<file path="config.mk">
export PLATFORM = sky130hd
export DESIGN_NAME = eis_irq
export DESIGN_NICKNAME = d
export VERILOG_FILES = /design/src/eis_pkg.sv /design/src/eis_irq.sv /design/src/eis_timer.sv /design/src/eis_rise.sv
export SDC_FILE = /design/constraint.sdc
export NUM_CORES = 1
export LEC_CHECK = 0
export BUFFER_PORTS_ARGS = -buffer_cell sky130_fd_sc_hd__buf_4
export CAP_MARGIN = 0
export CORE_ASPECT_RATIO = 1.5
export CORE_MARGIN = 2
export CORE_UTILIZATION = 49
export DETAILED_ROUTE_END_ITERATION = 10
export GPL_ROUTABILITY_DRIVEN = 1
export PLACE_DENSITY = 0.76
export SYNTH_ARGS = -nofsm -noshare
export SYNTH_HDL_FRONTEND = slang
export SYNTH_HIERARCHICAL = 1
export SYNTH_SLANG_ARGS = --single-unit
</file>
<file path="constraint.sdc">
create_clock -name clk -period 3.2 [get_ports clk]
set_input_delay 0.32 -clock clk [delete_from_list [all_inputs] [get_ports clk]]
set_output_delay 0.32 -clock clk [all_outputs]
set_load 0.1 [all_outputs]
</file>
<file path="src/eis_pkg.sv">
// Shared constants and types of the interrupt signalling block
package eis_pkg;

    // ----------------------------------------------------------------
    // Clock and timing
    // ----------------------------------------------------------------
    localparam int EIS_CLK_MHZ = 20;          // Oscillator rate in MHz
    localparam int EIS_PULSE_US = 100;        // Low time of one pulse, us
    localparam int EIS_SEP_US = 100;          // Least high time between pulses, us
    localparam int EIS_REPEAT_US = 10000;     // Period of repeat pulses, us
    localparam int EIS_PULSE_CYC = EIS_PULSE_US * EIS_CLK_MHZ;
    localparam int EIS_SEP_CYC = EIS_SEP_US * EIS_CLK_MHZ;
    localparam int EIS_REPEAT_CYC = EIS_REPEAT_US * EIS_CLK_MHZ;
    localparam int EIS_TMR_W = 16;            // Pulse and gap timer width
    localparam int EIS_REP_W = 24;            // Repeat timer width

    // ----------------------------------------------------------------
    // Status vector layout
    // ----------------------------------------------------------------
    localparam int EIS_STAT_W = 8;            // Width of each status group
    localparam int EIS_WAKE_W = 4;            // Wake status width
    localparam int EIS_BRK_W = 3;             // Low-side brake bits
    localparam int EIS_SUP_POR_BIT = 0;       // Power-on reset flag
    localparam int EIS_SUP_UV_BIT = 1;        // Main supply undervoltage
    localparam int EIS_SUP_SC_BIT = 2;        // Main supply short
    localparam int EIS_SUP_OV_BIT = 3;        // Main supply overvoltage
    localparam int EIS_THERMAL_SHUTDOWN_STAGE2_BIT = 0;          // Second thermal shutdown
    localparam int EIS_SPI_FAIL_BIT = 0;      // SPI failure in device status
    localparam int EIS_CRC_FAIL_BIT = 1;      // CRC failure in device status
    localparam int EIS_WK_CAN_BIT = 0;        // CAN pattern or frame
    localparam int EIS_WK_PIN_BIT = 1;        // Wake pin
    localparam int EIS_WK_TMR1_BIT = 2;       // Cyclic wake timer 1
    localparam int EIS_WK_TMR2_BIT = 3;       // Cyclic wake timer 2

    // ----------------------------------------------------------------
    // Types
    // ----------------------------------------------------------------
    // Device operating modes
    typedef enum logic [2:0] {
        EIS_MODE_INIT = 3'h0,
        EIS_MODE_NORMAL = 3'h1,
        EIS_MODE_STOP = 3'h3,
        EIS_MODE_SLEEP = 3'h2,
        EIS_MODE_RESTART = 3'h6,
        EIS_MODE_FAILSAFE = 3'h7
    } eis_mode_t;

    // Pulse sequencer states, Gray along idle, low, gap
    typedef enum logic [1:0] {
        EIS_ST_IDLE = 2'h0,
        EIS_ST_LOW = 2'h1,
        EIS_ST_GAP = 2'h3
    } eis_state_t;

    // Interrupt source groups, one mask bit each
    typedef struct packed {
        logic supply;
        logic thermal;
        logic bus;
        logic highside_group_flag;
        logic bridge_group_flag;
        logic spi_crc;
    } eis_src_t;

    // Reset value of the mask: all groups enabled
    localparam eis_src_t EIS_MASK_RST = 6'h3f;

endpackage

</file>
<file path="src/eis_irq.sv">
// Interrupt signalling: sources, pulse sequencer, repeat timer
// ----------------------------------------------------------------
// Summary of operation
// - Active modes: pin low for pulse time
// - Pin stays high at least separation time; code skips the gap after a pulse cut short by mode loss
// - Interrupts never change device mode
// - One mask enables each status group
// - Groups are ORs of status registers
// - Supply faults, stage2 shutdown, POR excluded
// - Wake event counts only if enabled, except at stop entry
// - Wake: CAN, pin, timers, brake faults
// - Masked and wake methods work together
// - Pending SPI/CRC failures repeat periodically; code starts the repeat period only at a pulse start while one is pending
// - No pulses in restart, fail-safe, sleep
// - Stop entry with pending wake fires
// - Status snapshot taken at falling edge
// - Events stay pending until host clears
// - In init pin selects development mode
// - Software can disable repeat pulses
// - Events during low merge into one
// - Push-pull output, driven high and low
// - Init to normal with pin active fires
// ----------------------------------------------------------------
`timescale 1ns/1ps
`default_nettype none
module eis_irq
    import eis_pkg::*;
#(
    parameter int PULSE_CYC = EIS_PULSE_CYC,
    parameter int SEP_CYC = EIS_SEP_CYC,
    parameter int REPEAT_CYC = EIS_REPEAT_CYC,
    parameter int STAT_W = EIS_STAT_W,
    parameter int WAKE_W = EIS_WAKE_W,
    parameter int BRK_W = EIS_BRK_W
) (
    input wire logic clk,
    input wire logic rst_n,
    input wire eis_pkg::eis_mode_t dev_mode,
    input wire eis_pkg::eis_src_t irq_mask,
    input wire logic [STAT_W-1:0] supply_status,
    input wire logic [STAT_W-1:0] thermal_status_reg,
    input wire logic [STAT_W-1:0] bus_status,
    input wire logic [STAT_W-1:0] highside_fault_reg,
    input wire logic [STAT_W-1:0] drain_source_fault_reg,
    input wire logic [STAT_W-1:0] device_status_reg,
    input wire logic [WAKE_W-1:0] wake_status_reg,
    input wire logic [WAKE_W-1:0] wake_src_enable,
    input wire logic [BRK_W-1:0] lowside_brake_fault,
    input wire logic brake_feature_enable,
    input wire logic wake_static_sense,
    input wire logic wake_pin_level,
    input wire logic repeat_irq_enable,
    input wire logic irq_pin_in,
    output logic irq_out_low_active,
    output logic irq_oe,
    output eis_pkg::eis_src_t status_field,
    output logic [WAKE_W-1:0] wake_field,
    output logic sw_dev_mode_select,
    output logic wake_pin_set
);
    import eis_pkg::*;

    // ----------------------------------------------------------------
    // Declarations
    // ----------------------------------------------------------------
    eis_src_t src;                    // Unmasked group flags
    eis_src_t masked;                 // Groups after the mask
    logic wake_act;                   // Any enabled wake event
    logic [6:0] events;               // Group and wake causes
    logic [6:0] event_rise;           // Newly raised causes
    eis_mode_t mode_prev_r;           // Mode one cycle earlier
    logic mode_act;                   // Normal or stop
    logic stop_entry;                 // Entry into stop with wake pending
    logic init_to_normal;             // Static wake pin seen at init exit
    logic rep_cond;                   // Repeat pulses wanted
    logic rep_last;                   // Repeat period expiring
    logic rep_load;                   // Restart repeat period
    logic rep_fire;                   // Repeat request
    logic req_any;                    // Any request this cycle
    logic req_pend_r;                 // Request waiting for a pulse
    eis_state_t state_r;              // Sequencer state
    eis_state_t state_nxt;            // Sequencer next state
    logic tmr_load;                   // Load pulse or gap timer
    logic [EIS_TMR_W-1:0] tmr_val;    // Value for that timer
    logic tmr_last;                   // Timer in final cycle
    logic irq_out_low_active_r;       // Pin level register
    logic irq_oe_r;                   // Pin drive enable register
    eis_src_t status_field_r;         // Group snapshot
    logic [WAKE_W-1:0] wake_field_r;  // Wake snapshot
    logic sw_dev_mode_select_r;       // Development mode request
    logic wake_pin_set_r;             // Wake pin status set pulse

    // ----------------------------------------------------------------
    // Source groups
    // ----------------------------------------------------------------
    // Each group is the OR of its status register, spi_crc of the SPI
    // and CRC failure bits only, the mode-forcing faults left out
    always_comb begin
        logic [STAT_W-1:0] sup_keep;
        logic [STAT_W-1:0] th_keep;
        sup_keep = supply_status;
        sup_keep[EIS_SUP_POR_BIT] = 1'b0;
        sup_keep[EIS_SUP_UV_BIT] = 1'b0;
        sup_keep[EIS_SUP_SC_BIT] = 1'b0;
        sup_keep[EIS_SUP_OV_BIT] = 1'b0;
        th_keep = thermal_status_reg;
        th_keep[EIS_THERMAL_SHUTDOWN_STAGE2_BIT] = 1'b0;
        src.supply = |sup_keep;
        src.thermal = |th_keep;
        src.bus = |bus_status;
        src.highside_group_flag = |highside_fault_reg;
        src.bridge_group_flag = |drain_source_fault_reg;
        src.spi_crc = device_status_reg[EIS_SPI_FAIL_BIT] | device_status_reg[EIS_CRC_FAIL_BIT];
    end

    // One mask bit per group
    assign masked = src & irq_mask;

    // Wake events count only for inputs enabled as wake sources;
    // brake faults count while a brake feature is enabled
    assign wake_act = (|(wake_status_reg & wake_src_enable))
        | (brake_feature_enable & (|lowside_brake_fault));

    // Both methods feed the same request path
    assign events = {masked, wake_act};

    // New causes only; a cause held set raises one request
    eis_rise #(
        .W(7)
    ) u_rise (
        .clk(clk),
        .rst_n(rst_n),
        .level(events),
        .rise(event_rise)
    );

    // ----------------------------------------------------------------
    // Mode tracking
    // ----------------------------------------------------------------
    // Mode is only read here, this block never drives it
    always_ff @(posedge clk or negedge rst_n) begin
        if (!rst_n) begin
            mode_prev_r <= EIS_MODE_INIT;
        end else begin
            mode_prev_r <= dev_mode;
        end
    end

    // Pulses only in normal and stop
    assign mode_act = (dev_mode == EIS_MODE_NORMAL) || (dev_mode == EIS_MODE_STOP);

    // Stop entry with wake or brake bits still set
    assign stop_entry = (dev_mode == EIS_MODE_STOP) && (mode_prev_r != EIS_MODE_STOP)
        && ((|wake_status_reg) || (|lowside_brake_fault));

    // Leaving init for normal with static sense and pin active
    assign init_to_normal = (mode_prev_r == EIS_MODE_INIT) && (dev_mode == EIS_MODE_NORMAL)
        && wake_static_sense && wake_pin_level;

    // ----------------------------------------------------------------
    // Repeat timer
    // ----------------------------------------------------------------
    // Only a pending SPI or CRC failure repeats, and only if enabled
    assign rep_cond = repeat_irq_enable && masked.spi_crc && mode_act;

    // Period restarts at each pulse start and is cleared to zero whenever it is not wanted
    assign rep_load = !rep_cond || ((state_nxt == EIS_ST_LOW) && (state_r != EIS_ST_LOW));

    eis_timer #(
        .W(EIS_REP_W)
    ) u_rep_tmr (
        .clk(clk),
        .rst_n(rst_n),
        .load(rep_load),
        .load_val(rep_cond ? EIS_REP_W'(REPEAT_CYC) : '0),
        .last(rep_last)
    );

    assign rep_fire = rep_cond && rep_last;

    // ----------------------------------------------------------------
    // Request latch
    // ----------------------------------------------------------------
    assign req_any = (|event_rise) || stop_entry || init_to_normal || rep_fire;

    // Held until a pulse starts; requests during the low phase
    // fold into that pulse; dropped outside the active modes
    always_ff @(posedge clk or negedge rst_n) begin
        if (!rst_n) begin
            req_pend_r <= 1'b0;
        end else if (!mode_act) begin
            req_pend_r <= 1'b0;
        end else if ((state_nxt == EIS_ST_LOW) || (state_r == EIS_ST_LOW)) begin
            // Whole low phase, final cycle too, absorbs requests
            req_pend_r <= 1'b0;
        end else if (req_any) begin
            req_pend_r <= 1'b1;
        end
    end

    // ----------------------------------------------------------------
    // Pulse sequencer
    // ----------------------------------------------------------------
    // Idle, low for the pulse time, high for the gap time
    always_comb begin
        state_nxt = state_r;
        tmr_load = 1'b0;
        tmr_val = '0;
        case (state_r)
            EIS_ST_IDLE: begin
                // Start a pulse on a pending or fresh request
                if (mode_act && (req_pend_r || req_any)) begin
                    state_nxt = EIS_ST_LOW;
                    tmr_load = 1'b1;
                    tmr_val = EIS_TMR_W'(PULSE_CYC);
                end
            end
            EIS_ST_LOW: begin
                // Release at pulse end, or at once on mode loss
                if (!mode_act) begin
                    state_nxt = EIS_ST_IDLE;
                end else if (tmr_last) begin
                    state_nxt = EIS_ST_GAP;
                    tmr_load = 1'b1;
                    tmr_val = EIS_TMR_W'(SEP_CYC);
                end
            end
            EIS_ST_GAP: begin
                // Hold high for the whole separation
                if (tmr_last) begin
                    state_nxt = EIS_ST_IDLE;
                end
            end
            default: begin
                state_nxt = EIS_ST_IDLE;
            end
        endcase
    end

    eis_timer #(
        .W(EIS_TMR_W)
    ) u_seq_tmr (
        .clk(clk),
        .rst_n(rst_n),
        .load(tmr_load),
        .load_val(tmr_val),
        .last(tmr_last)
    );

    // State register
    always_ff @(posedge clk or negedge rst_n) begin
        if (!rst_n) begin
            state_r <= EIS_ST_IDLE;
        end else begin
            state_r <= state_nxt;
        end
    end

    // ----------------------------------------------------------------
    // Pin drive
    // ----------------------------------------------------------------
    // Push-pull: driven high and low outside init
    always_ff @(posedge clk or negedge rst_n) begin
        if (!rst_n) begin
            irq_out_low_active_r <= 1'b1;
            irq_oe_r <= 1'b0;
        end else begin
            irq_out_low_active_r <= (state_nxt != EIS_ST_LOW);
            irq_oe_r <= (dev_mode != EIS_MODE_INIT);
        end
    end

    // In init the pin is an input; low asks for development mode
    always_ff @(posedge clk or negedge rst_n) begin
        if (!rst_n) begin
            sw_dev_mode_select_r <= 1'b0;
        end else if (dev_mode == EIS_MODE_INIT) begin
            sw_dev_mode_select_r <= !irq_pin_in;
        end
    end

    // ----------------------------------------------------------------
    // Status snapshot and wake pin set
    // ----------------------------------------------------------------
    // Readable copy refreshed on each falling edge of the pin
    always_ff @(posedge clk or negedge rst_n) begin
        if (!rst_n) begin
            status_field_r <= '0;
            wake_field_r <= '0;
        end else if ((state_nxt == EIS_ST_LOW) && (state_r != EIS_ST_LOW)) begin
            status_field_r <= src;
            wake_field_r <= wake_status_reg & wake_src_enable;
        end
    end

    // One-cycle request to the wake unit to set the pin status bit
    always_ff @(posedge clk or negedge rst_n) begin
        if (!rst_n) begin
            wake_pin_set_r <= 1'b0;
        end else begin
            wake_pin_set_r <= init_to_normal;
        end
    end

    assign irq_out_low_active = irq_out_low_active_r;
    assign irq_oe = irq_oe_r;
    assign status_field = status_field_r;
    assign wake_field = wake_field_r;
    assign sw_dev_mode_select = sw_dev_mode_select_r;
    assign wake_pin_set = wake_pin_set_r;

    // ----------------------------------------------------------------
    // Checks
    // ----------------------------------------------------------------
    logic [15:0] low_len_r;  // Length of the current low phase
    logic [15:0] high_len_r; // Length of the current high phase

    // Phase length counters read by the checks only
    always_ff @(posedge clk or negedge rst_n) begin
        if (!rst_n) begin
            low_len_r <= '0;
            high_len_r <= 16'hffff;
        end else if (!irq_out_low_active_r) begin
            low_len_r <= low_len_r + 16'h1;
            high_len_r <= '0;
        end else begin
            low_len_r <= '0;
            high_len_r <= (high_len_r == 16'hffff) ? high_len_r : high_len_r + 16'h1;
        end
    end

    AST_PULSE_LEN: assert property (@(posedge clk) disable iff (!rst_n)
        ($rose(irq_out_low_active_r) && mode_act) |-> (low_len_r == 16'(PULSE_CYC)))
        else $error("Low pulse length differs from pulse time");

    AST_MIN_GAP: assert property (@(posedge clk) disable iff (!rst_n)
        $fell(irq_out_low_active_r) |-> ($past(high_len_r) >= 16'(SEP_CYC)))
        else $error("High time between pulses too short");

    AST_QUIET_MODES: assert property (@(posedge clk) disable iff (!rst_n)
        (!mode_act && !$past(mode_act)) |-> ##1 irq_out_low_active_r)
        else $error("Pulse driven outside normal and stop");

    AST_INIT_INPUT: assert property (@(posedge clk) disable iff (!rst_n)
        (dev_mode == EIS_MODE_INIT) |=> !irq_oe_r)
        else $error("Pin driven during init");

    AST_PUSH_PULL: assert property (@(posedge clk) disable iff (!rst_n)
        (dev_mode != EIS_MODE_INIT) |=> irq_oe_r)
        else $error("Pin not driven outside init");

    AST_SNAPSHOT: assert property (@(posedge clk) disable iff (!rst_n)
        $fell(irq_out_low_active_r) |-> (status_field_r == $past(src)))
        else $error("Snapshot not taken at falling edge");

    AST_MERGE: assert property (@(posedge clk) disable iff (!rst_n)
        (!irq_out_low_active_r && req_any && mode_act) |=> !req_pend_r)
        else $error("Event during low left a second request");

    AST_STOP_ENTRY: assert property (@(posedge clk) disable iff (!rst_n)
        (stop_entry && state_r == EIS_ST_IDLE) |=> !irq_out_low_active_r)
        else $error("Stop entry with pending wake gave no pulse");

    AST_WAKE_SET: assert property (@(posedge clk) disable iff (!rst_n)
        init_to_normal |=> (wake_pin_set_r && !irq_out_low_active_r))
        else $error("Init exit with active pin not signalled");

    AST_NO_REPEAT: assert property (@(posedge clk) disable iff (!rst_n)
        !repeat_irq_enable |-> !rep_fire)
        else $error("Repeat pulse while repeats disabled");

    AST_EXCLUDED: assert property (@(posedge clk) disable iff (!rst_n)
        (supply_status[EIS_SUP_UV_BIT] && !(|(supply_status & 8'hf0)) && !(|supply_status[7:4]))
        |-> !src.supply)
        else $error("Excluded supply bit raised a source");
endmodule
`default_nettype wire

</file>
<file path="src/eis_timer.sv">
// Loadable down counter with a last-cycle flag
`timescale 1ns/1ps
`default_nettype none
module eis_timer #(
    parameter int W = 16
) (
    input wire logic clk,
    input wire logic rst_n,
    input wire logic load,
    input wire logic [W-1:0] load_val,
    output logic last
);
    import eis_pkg::*;

    logic [W-1:0] count_r; // Remaining cycles

    // ----------------------------------------------------------------
    // Counter
    // ----------------------------------------------------------------
    // Load wins; otherwise count down to zero and stop
    always_ff @(posedge clk or negedge rst_n) begin
        if (!rst_n) begin
            count_r <= '0;
        end else if (load) begin
            count_r <= load_val;
        end else if (count_r != '0) begin
            count_r <= count_r - W'(1);
        end
    end

    // High in the final counted cycle
    assign last = (count_r == W'(1));
endmodule
`default_nettype wire

</file>
<file path="src/eis_rise.sv">
// Per-bit rising edge detector for a level vector
`timescale 1ns/1ps
`default_nettype none
module eis_rise #(
    parameter int W = 7
) (
    input wire logic clk,
    input wire logic rst_n,
    input wire logic [W-1:0] level,
    output logic [W-1:0] rise
);
    import eis_pkg::*;

    logic [W-1:0] prev_r; // Level one cycle earlier

    // ----------------------------------------------------------------
    // Edge detect
    // ----------------------------------------------------------------
    // Reset to zero so a source already set counts as new
    always_ff @(posedge clk or negedge rst_n) begin
        if (!rst_n) begin
            prev_r <= '0;
        end else begin
            prev_r <= level;
        end
    end

    assign rise = level & ~prev_r;
endmodule
`default_nettype wire

</file>
==> results_dict.tcl, run 1 <==
set metrics [dict create \
    crit_fanout 9 \
    synth-main-ff-cell "dfrtp_1" \
    numPortBuffers 77 \
    outcome "finished, final reports clean" \
    dp.cells 601 \
    route.detailed.drc 0 \
    dp_hpwl_um 6630 \
    drive_gt1_share_pct 28.2 \
    relSlewSlack_pct 43.2 \
    final_antenna_net_count 0 \
    tightest_slew_ns 0.852 \
    min_path_type "in2async" \
    finalCritPeriodShare_pct 95.1 \
    total_power_mw 2.82 \
    yosysSeqAreaShare_pct 43.0 \
    fin_skew_ns 0.00635 \
    area_delta_synth_final_pct 29.7 \
    clk_latency_ns 0.33 \
    regToRegEndpoint "u_seq_tmr/count_r[13]$_DFFE_PN0P_" \
    cts_buffers 9 \
    vias_per_cell 5.47 \
    yosys-top-cells-area "dfrtp_1 42%, nand2_1 3.8%, nor2_1 3.0%" \
    netlist_area_um2 3900 \
    antenna_cells 0 \
    cp.required_ns 3.42 \
    crit_arrival_ns 3.26 \
    synthArstFlopShare_pct 100 \
    synth_area_per_cell_um2 9.86 \
    die_h_um 113 \
    grt_pass1_vias 3435 \
    fin_worst_hold_slack_ns 0.0924 \
    vias 3373 \
    antenna_found_initial 0 \
    period_needed_ns 3.04 \
    reg2reg_from "u_rep_tmr/count_r[7]$_DFFE_PN0P_" \
    ys_warn_count 6 \
    rrSetupSlack_ns 0.16 \
    clockBufferDepth 2 \
    synth_cell_type_count 71 \
    yosysTopAreaCell "dfrtp_1" \
    rows 39 \
    stdcell_count 617 \
    synth.top_cell.area_share_pct 42.3 \
    wirelength_um 9080 \
    end_kind "flip-flop" \
    peakVddDrop_uv 475 \
    path_class "reg2reg" \
    core_area_um2 7660 \
    clockRootBuffer "clkbuf_16" \
    final-setup-viol-count 0 \
    hold_violations 0 \
    hold_buffers 0 \
    leakage_nw 2.30 \
    grt_max_degree 68 \
    setup-tns-final_ns 0 \
    ios 89 \
    drt-initial-drc-count 160 \
    cts_sinks 67 \
    powerDensity_nw_per_um2 558 \
    cts_setup_buffers 0 \
    cts_tree "yes" \
    start_kind "flip-flop" \
    grt.total_usage_pct 22.5 \
    rsz0062_at_grt "no" \
    drv_slew 0 \
    syn_inst 396 \
    die_area_um2 8710 \
    ctsResizeCount 0 \
    htreeDepth 3 \
    max_cap_viol_count 0 \
    synth_edf_count 0 \
    dr.pass1.iters 4 \
    clock.fmax_mhz 329 \
    path_clk_slew_ns 0.05 \
    ys_ff_latch 67 \
    gp_congestion 0.883 \
    initial_utilization_pct 51.0 \
    avgRoutedWirePerCell_um 14.7 \
    reg2reg_depth 9 \
    die_w_um 76.9 \
    fin_nets 590 \
    grt_overflow 0 \
    grt_first_pass_wirelength_um 15600 \
]
-- worst max path at each step --
| stage | start | end | slack, ns |
|---|---|---|---|
| 2_1_floorplan | u_rep_tmr/count_r[4]$_DFFE_PN0P_ | u_rep_tmr/count_r[6]$_DFFE_PN0P_ | 0.009 |
| 3_3_place_gp | supply_status[5] | u_rep_tmr/count_r[13]$_DFFE_PN0P_ | 0.18 |
| 3_5_place_dp | supply_status[5] | u_rep_tmr/count_r[13]$_DFFE_PN0P_ | 0.11 |
| 4_1_cts | u_rep_tmr/count_r[7]$_DFFE_PN0P_ | u_seq_tmr/count_r[13]$_DFFE_PN0P_ | 0.15 |
| 5_1_grt | u_rep_tmr/count_r[7]$_DFFE_PN0P_ | u_rep_tmr/count_r[8]$_DFFE_PN0P_ | 0.03 |
| 6_report | u_rep_tmr/count_r[7]$_DFFE_PN0P_ | u_seq_tmr/count_r[13]$_DFFE_PN0P_ | 0.16 |
-- cell usage after synthesis, types with 2 or more instances --
library cell / number
or4_4: 2
nand4_1: 6
dfrtp_1: 66
mux2_4: 4
xnor2_1: 5
nor2_1: 31
nor3_2: 2
o211a_1: 7
or3_1: 2
o21a_1: 2
nor2b_4: 7
xor2_1: 9
ha_1: 5
or2_2: 2
o221a_2: 2
a22o_1: 2
nor3_1: 15
nand4b_1: 5
inv_1: 17
a31oi_1: 4
or3b_2: 2
mux2i_1: 8
a21o_1: 2
nand3_1: 11
nand2b_1: 8
o211ai_1: 2
nor4_4: 4
and2_1: 10
clkbuf_1: 10
mux2_2: 2
a21oi_1: 14
a311oi_1: 5
buf_6: 3
and3_1: 4
o21ai_0: 16
o31ai_1: 3
or4_1: 6
buf_2: 2
nand2_1: 40
nor4_1: 16
nor2b_1: 3
-- kinds of logic (layout without fill, tap and decap cells) --
kind of cell             Yosys count  in the layout  share of synthesized area [%]
AO/OA/AOI/OAI                     74             74                           13.8
XOR/XNOR                          14             14                           3.14
adder cells (fa/ha/maj)            5              5                           1.60
buffers and inverters             33            125                           3.81
flip-flops                        67             67                           43.0
multiplexers                      14             14                           4.17
other                              1             28                         0.0961
AND/OR/NAND/NOR                  188            188                           30.4
-- critical path, cell delays in order, from the launching register on --
cell,delay (ns)
dfrtp_1,0.40
or4_1,0.53
and4b_2,0.35
and3_1,0.19
a2bb2oi_2,0.09
a311o_2,0.45
nor2_2,0.17
clkinv_1,0.29
and2_2,0.28
a22o_1,0.19
-- final cells by class --
cell class / count / area, um2
clock buffer: 13 / 250
clock inverter: 3 / 40.0
fill: 605 / 2600
inverter: 18 / 67.6
multi-input combinational: 323 / 2190
sequential: 67 / 1680
tap: 102 / 128
timing repair buffer: 91 / 708
-- power breakdown --
group / internal, mW / leakage, nW / total, mW / switching [mW]
combinational: 0.305 / 1.36 / 0.707 / 0.403
clock: 0.622 / 0.144 / 0.958 / 0.336
sequential: 0.964 / 0.797 / 1.16 / 0.195
total: 1.89 / 2.30 / 2.82 / 0.934
-- state kept, by name, indices dropped and copies added (netlist names) --
register / flops
wake_field: 4
req_pend_r: 1
status_field: 6
irq_oe: 1
sw_dev_mode_select: 1
u_rise/prev_r: 7
irq_out_low_active: 1
u_seq_tmr/count_r: 16
mode_prev_r: 3
u_rep_tmr/count_r: 24
wake_pin_set: 1
state_r: 2
-- metal layers --
layer / global-route usage [%] / vias up / part of all wire [%]
li1: - / 1653 / -
met1: 24.3 / 1618 / 39
met2: 41.2 / 78 / 54
met3: 3.91 / 24 / 3.6
met4: 12.7 / 0 / 3.1
met5: 0 / - / 0
-- metrics by stage --
step,area [um2],setup slack (ns),util (%)
after floorplan,4030,0.00880,-
after global placement,4770,0.180,62.3
after detailed placement,4770,0.109,62.3
after CTS,5060,0.150,66.1
after global routing,5060,0.0287,66.1
final,5060,0.156,66.1
-- cell usage in the layout, fill, tap and decap left out, types with 3 or more instances in the layout --
master	count
nand2_1	40
nand4b_1	5
nor2b_1	3
o21ai_0	16
mux2i_1	8
xor2_1	9
xnor2_1	5
and3_1	4
o211a_1	7
mux2_4	4
a21oi_1	14
a31oi_1	4
inv_1	17
nor4_1	16
nand2b_1	8
clkbuf_16	9
o31ai_1	3
nor4_4	4
clkbuf_1	3
nand4_1	6
nor3_1	15
buf_4	89
a311oi_1	5
conb_1	28
nor2b_4	7
nor2_1	30
nand3_1	11
dfrtp_1	66
ha_1	5
or4_1	6
and2_1	10
Note: power is estimated with default switching activity, not from simulation.
==> run 2: changes to the inputs <==
--- a/config.mk
+++ b/config.mk
@@ -12,7 +12,7 @@
 export CORE_UTILIZATION = 49
 export DETAILED_ROUTE_END_ITERATION = 10
 export GPL_ROUTABILITY_DRIVEN = 1
-export PLACE_DENSITY = 0.76
+export PLACE_DENSITY = 0.74
 export SYNTH_ARGS = -nofsm -noshare
 export SYNTH_HDL_FRONTEND = slang
 export SYNTH_HIERARCHICAL = 1
==> results_dict.tcl, run 2 (synthesis gave the netlist of run 1 again) <==
set metrics [dict create \
    cts_setup_buffers 0 \
    grt_first_pass_wirelength_um 15600 \
    die_h_um 113 \
    grt_pass1_vias 3485 \
    max_cap_viol_count 0 \
    ios 89 \
    leakage_nw 2.33 \
    hold_violations 0 \
    fin_nets 592 \
    dpl_worst_slack_ns 0.0588 \
    cts_tree "yes" \
    drt-initial-drc-count 153 \
    finalCritPeriodShare_pct 93.9 \
    postPlaceCellArea_um2 4760 \
    numPortBuffers 77 \
    antenna_cells 0 \
    final_common_cell "buf_4" \
    cts_buffers 9 \
    grt_overflow 0 \
    final_antenna_net_count 0 \
    drive_gt1_share_pct 29.0 \
    clockBufferDepth 2 \
    rows 39 \
    vias_per_cell 5.43 \
    setup-tns-final_ns 0 \
    dp_hpwl_um 6640 \
    dr.pass1.iters 4 \
    stdcell_count 619 \
    outcome "finished, final reports clean" \
    period_needed_ns 3.00 \
    largest-register "u_rep_tmr/count_r" \
    start_kind "flip-flop" \
    tightest_slew_ns 0.862 \
    clock.fmax_mhz 333 \
    initial_utilization_pct 51.0 \
    total_power_mw 2.99 \
    multi_input_area_um2 2200 \
    area_delta_synth_final_pct 31.0 \
    grt_max_degree 68 \
    fin_area_um2 5110 \
    final-setup-viol-count 0 \
    core_area_um2 7660 \
    grt.total_usage_pct 22.4 \
    nFillCells 588 \
    cp.required_ns 3.43 \
    cts_sinks 67 \
    end_kind "flip-flop" \
    largest_reg_flops 24 \
    crit_arrival_ns 3.24 \
    dp.cells 603 \
    seq_area_um2 1680 \
    min_path_type "in2async" \
    path_clk_slew_ns 0.05 \
    clockRootBuffer "clkbuf_16" \
    mostFrequentLayoutCells "92 x buf_4, 66 x dfrtp_1, 40 x nand2_1" \
    path_class "reg2reg" \
    vias 3359 \
    fin_skew_ns 0.00655 \
    wirelength_um 8990 \
    hold_buffers 0 \
    layout_setup_ws_ns 0.196 \
    gp_congestion 0.839 \
    route.detailed.drc 0 \
    clk_latency_ns 0.33 \
    peakVddDrop_uv 466 \
    rsz0062_at_grt "no" \
    htreeDepth 3 \
    avgRoutedWirePerCell_um 14.5 \
    crit_fanout 8 \
    die_w_um 76.9 \
    die_area_um2 8710 \
    ctsResizeCount 0 \
    drv_slew 0 \
    relSlewSlack_pct 42.5 \
    reg.largest.list "u_rep_tmr/count_r x24, u_seq_tmr/count_r x16, u_rise/prev_r x7" \
    powerDensity_nw_per_um2 586 \
    antenna_found_initial 0 \
]
==> run 2: cell count changes in the layout (fill, tap and decap cells not counted), sizes merged <==
cell    change
bufinv      +2
clkbuf      -2
buf         +2
==> run 2: layout make-up <==
cell class                 instances  share of cell area (%)
multi-input combinational        323                    42.9
sequential                        67                    32.8
timing repair buffer              93                    13.7
clock buffer                      11                    4.75
tap                              102                    2.50
clock inverter                     5                    1.96
inverter                          18                    1.32
==> run 2: routing by layer <==
| metal | GRT usage [%] | wire [um] | up-vias |
|---|---|---|---|
| met5 | 0 | 0 | - |
| met3 | 4.31 | 342 | 20 |
| li1 | - | - | 1655 |
| met1 | 24.1 | 3500 | 1602 |
| met4 | 11.8 | 228 | 0 |
| met2 | 41.0 | 4920 | 82 |
==> run 2: critical path, cell delays in order, from the launching register on <==
cell       delay [ns]
dfrtp_1          0.42
or4_1            0.56
and4b_2          0.35
and3_1           0.19
a2bb2oi_2        0.10
a2111oi_4        0.37
nand2b_2         0.22
nor2b_1          0.07
nand3_1          0.12
buf_4            0.18
a21oi_1          0.08
a311oi_1         0.25
==> run 2: final timing paths <==
| check | start | endpoint | slack (ns) | cells past startpoint |
|---|---|---|---|---|
| setup reg to reg | u_rep_tmr/count_r[6]$_DFFE_PN0P_ | u_rep_tmr/count_r[12]$_DFFE_PN0P_ | 0.20 | 11 |
| setup / recovery | u_rep_tmr/count_r[6]$_DFFE_PN0P_ | u_rep_tmr/count_r[12]$_DFFE_PN0P_ | 0.20 | 11 |
| hold reg to reg | sw_dev_mode_select$_DFFE_PN0N_ | sw_dev_mode_select$_DFFE_PN0N_ | 0.48 | 2 |
| hold / removal | rst_n | u_rep_tmr/count_r[14]$_DFFE_PN0P_ | 0.08 | 1 |
| max in group asynchronous | rst_n | wake_field[0]$_DFFE_PN0P_ | 2.53 | 1 |
| min in group clk | dev_mode[2] | mode_prev_r[2]$_DFF_PN0_ | 0.11 | 1 |
==> run 2: stage by stage <==
stage                     hold slack, ns  utilization (%)
final                             0.0758             66.7
after global routing               0.109             66.7
after CTS                          0.101             66.7
after detailed placement           0.452             62.2
after global placement             0.449             62.2
after floorplan                   0.0244                -
==> run 2: where the power goes <==
part           internal, mW  switching (mW)  total, mW
Combinational         0.305           0.402      0.707
Clock                 0.779           0.357       1.14
Sequential            0.963           0.188       1.15
==> run 3: changes to the inputs <==
--- a/config.mk
+++ b/config.mk
@@ -9,10 +9,11 @@
 export CAP_MARGIN = 0
 export CORE_ASPECT_RATIO = 1.5
 export CORE_MARGIN = 2
-export CORE_UTILIZATION = 49
+export CORE_UTILIZATION = 51
+export CTS_BUF_LIST = sky130_fd_sc_hd__clkbuf_8
 export DETAILED_ROUTE_END_ITERATION = 10
 export GPL_ROUTABILITY_DRIVEN = 1
-export PLACE_DENSITY = 0.74
+export PLACE_DENSITY = 0.77
 export SYNTH_ARGS = -nofsm -noshare
 export SYNTH_HDL_FRONTEND = slang
 export SYNTH_HIERARCHICAL = 1
==> constraint.sdc (replaced) <==
create_clock -name clk -period 3.2 [get_ports clk]
set_input_delay 0 -clock clk [delete_from_list [all_inputs] [get_ports clk]]
set_output_delay 0 -clock clk [all_outputs]
set_load 0.1 [all_outputs]
==> results_dict.tcl, run 3 (synthesis gave the netlist of run 1 again) <==
set metrics [dict create \
    outcome "finished, final reports clean" \
    max_stage_delay_ns 0.55 \
    final-setup-viol-count 0 \
    path_clk_slew_ns 0.08 \
    gp_congestion 0.861 \
    path_class "reg2reg" \
    period_needed_ns 3.06 \
    grt.total_usage_pct 27.9 \
    dpl_worst_slack_ns 0.164 \
    critPathBufInv 2 \
    stdcell_count 655 \
    grt_pass1_vias 3727 \
    tightest_slew_ns 0.838 \
    route.detailed.drc 0 \
    nFillCells 545 \
    reg.largest.list "u_rep_tmr/count_r x24, u_seq_tmr/count_r x16, u_rise/prev_r x7" \
    largest_reg_flops 24 \
    die_w_um 75.4 \
    crit_family "simple AND/OR/NAND/NOR gates" \
    grt_overflow 0 \
    final_common_cell "buf_4" \
    antenna_cells 0 \
    powerDensity_nw_per_um2 497 \
    clock.fmax_mhz 326 \
    mostFrequentLayoutCells "90 x buf_4, 66 x dfrtp_1, 40 x nand2_1" \
    max_cap_viol_count 0 \
    end_kind "flip-flop" \
    postPlaceCellArea_um2 4750 \
    cts_buffers 9 \
    dr.pass1.iters 4 \
    peakVddDrop_uv 375 \
    clockBufferDepth 2 \
    avgRoutedWirePerCell_um 16.9 \
    vias 3613 \
    cts_tree "yes" \
    leakage_nw 2.41 \
    cp.required_ns 3.45 \
    multi_input_area_um2 2230 \
    ios 89 \
    core_area_um2 7510 \
    wirelength_um 11100 \
    clockRootBuffer "clkbuf_8" \
    largest-register "u_rep_tmr/count_r" \
    vias_per_cell 5.52 \
    rows 39 \
    crit_chain "or4_1 > and4b_2 > and3_1 > a2bb2oi_2 > a2111oi_4 > nand2b_4 > clkinvlp_4 > buf_12 > o31ai_1 > a21oi_1 > a311oi_1" \
    die_area_um2 8380 \
    seq_area_um2 1680 \
    die_h_um 111 \
    dp_hpwl_um 6550 \
    finalCritPeriodShare_pct 95.7 \
    fin_nets 628 \
    cp_slowest_cell "or4_1" \
    layout_setup_ws_ns 0.137 \
    dp.cells 599 \
    initial_utilization_pct 51.9 \
    clk_latency_ns 0.36 \
    antenna_found_initial 0 \
    drt-initial-drc-count 271 \
    grt_first_pass_wirelength_um 17700 \
    htreeDepth 3 \
    min_path_type "in2reg" \
    relSlewSlack_pct 44.1 \
    start_kind "flip-flop" \
    fin_skew_ns 0.0141 \
    crit_arrival_ns 3.31 \
    hold_violations 0 \
    drive_gt1_share_pct 27.7 \
    area_delta_synth_final_pct 38.7 \
    total_power_mw 2.69 \
    cts_sinks 67 \
    grt_max_degree 68 \
    crit_fanout 10 \
    drv_slew 0 \
    final_antenna_net_count 0 \
    fin_area_um2 5410 \
    numPortBuffers 77 \
]
==> run 3: changes by cell type in the layout (fill, tap and decap cells not counted), sizes merged <==
cell / before / now
dlygate4sd3: 0 / 37
bufinv: 3 / 1
clkbuf: 11 / 13
clkinv: 3 / 1
buf: 93 / 92
clkinvlp: 0 / 1
inv: 17 / 18
==> run 3: worst min-delay path, stage by stage <==
cell and delay [ns]:
buf_4 0.07, or4_1 0.12, mux2_4 0.16
==> run 3: metrics by stage <==
step                      TNS [ns]  hold slack [ns]  util [%]
after CTS                        0          0.00907      71.0
after floorplan                  0           -0.296         -
after detailed placement         0            0.133      63.2
after global routing      -0.00618           0.0216      72.0
final                            0           0.0199      72.0
after global placement           0            0.129      63.2
==> run 3: where the power goes <==
part           switching [mW]  internal [mW]
Combinational           0.432          0.338
Sequential              0.192          0.962
Clock                   0.329          0.440
Total                   0.953           1.74
==> run 3: layout make-up <==
cell class	instances	area share, %
clock inverter	3	0.693
sequential	67	31.0
clock buffer	13	3.30
tap	102	2.36
inverter	18	1.32
timing repair buffer	129	20.1
multi-input combinational	323	41.3
==> run 3: path summary, 6_finish.rpt <==
kind,from,to,slack (ns),cells after the start
worst max register to register,u_rep_tmr/count_r[6]$_DFFE_PN0P_,u_rep_tmr/count_r[6]$_DFFE_PN0P_,0.14,11
max in group asynchronous,rst_n,u_seq_tmr/count_r[11]$_DFFE_PN0P_,2.36,2
worst min register to register,sw_dev_mode_select$_DFFE_PN0N_,sw_dev_mode_select$_DFFE_PN0N_,0.51,2
min in group asynchronous,rst_n,u_rep_tmr/count_r[21]$_DFFE_PN0P_,0.29,2
worst max-delay path,u_rep_tmr/count_r[6]$_DFFE_PN0P_,u_rep_tmr/count_r[6]$_DFFE_PN0P_,0.14,11
worst min-delay path,supply_status[6],status_field[5]$_DFFE_PN0P_,0.02,3
==> run 3: per-layer routing <==
metal | GRT usage [%] | share of wire [%] | routed length, um
met1 | 29.8 | 37 | 4070
met2 | 48.1 | 55 | 6050
met3 | 6.64 | 5.3 | 587
met4 | 15.8 | 3.5 | 390
met5 | 0 | 0 | 0
==> run 3: timing repair <==
action | CTS | global route
hold endpoints to repair | 88 | 0
hold buffers | 37 | 0
setup endpoints to repair | 0 | 18
resized for setup | 0 | 10
buffers inserted | 0 | 3
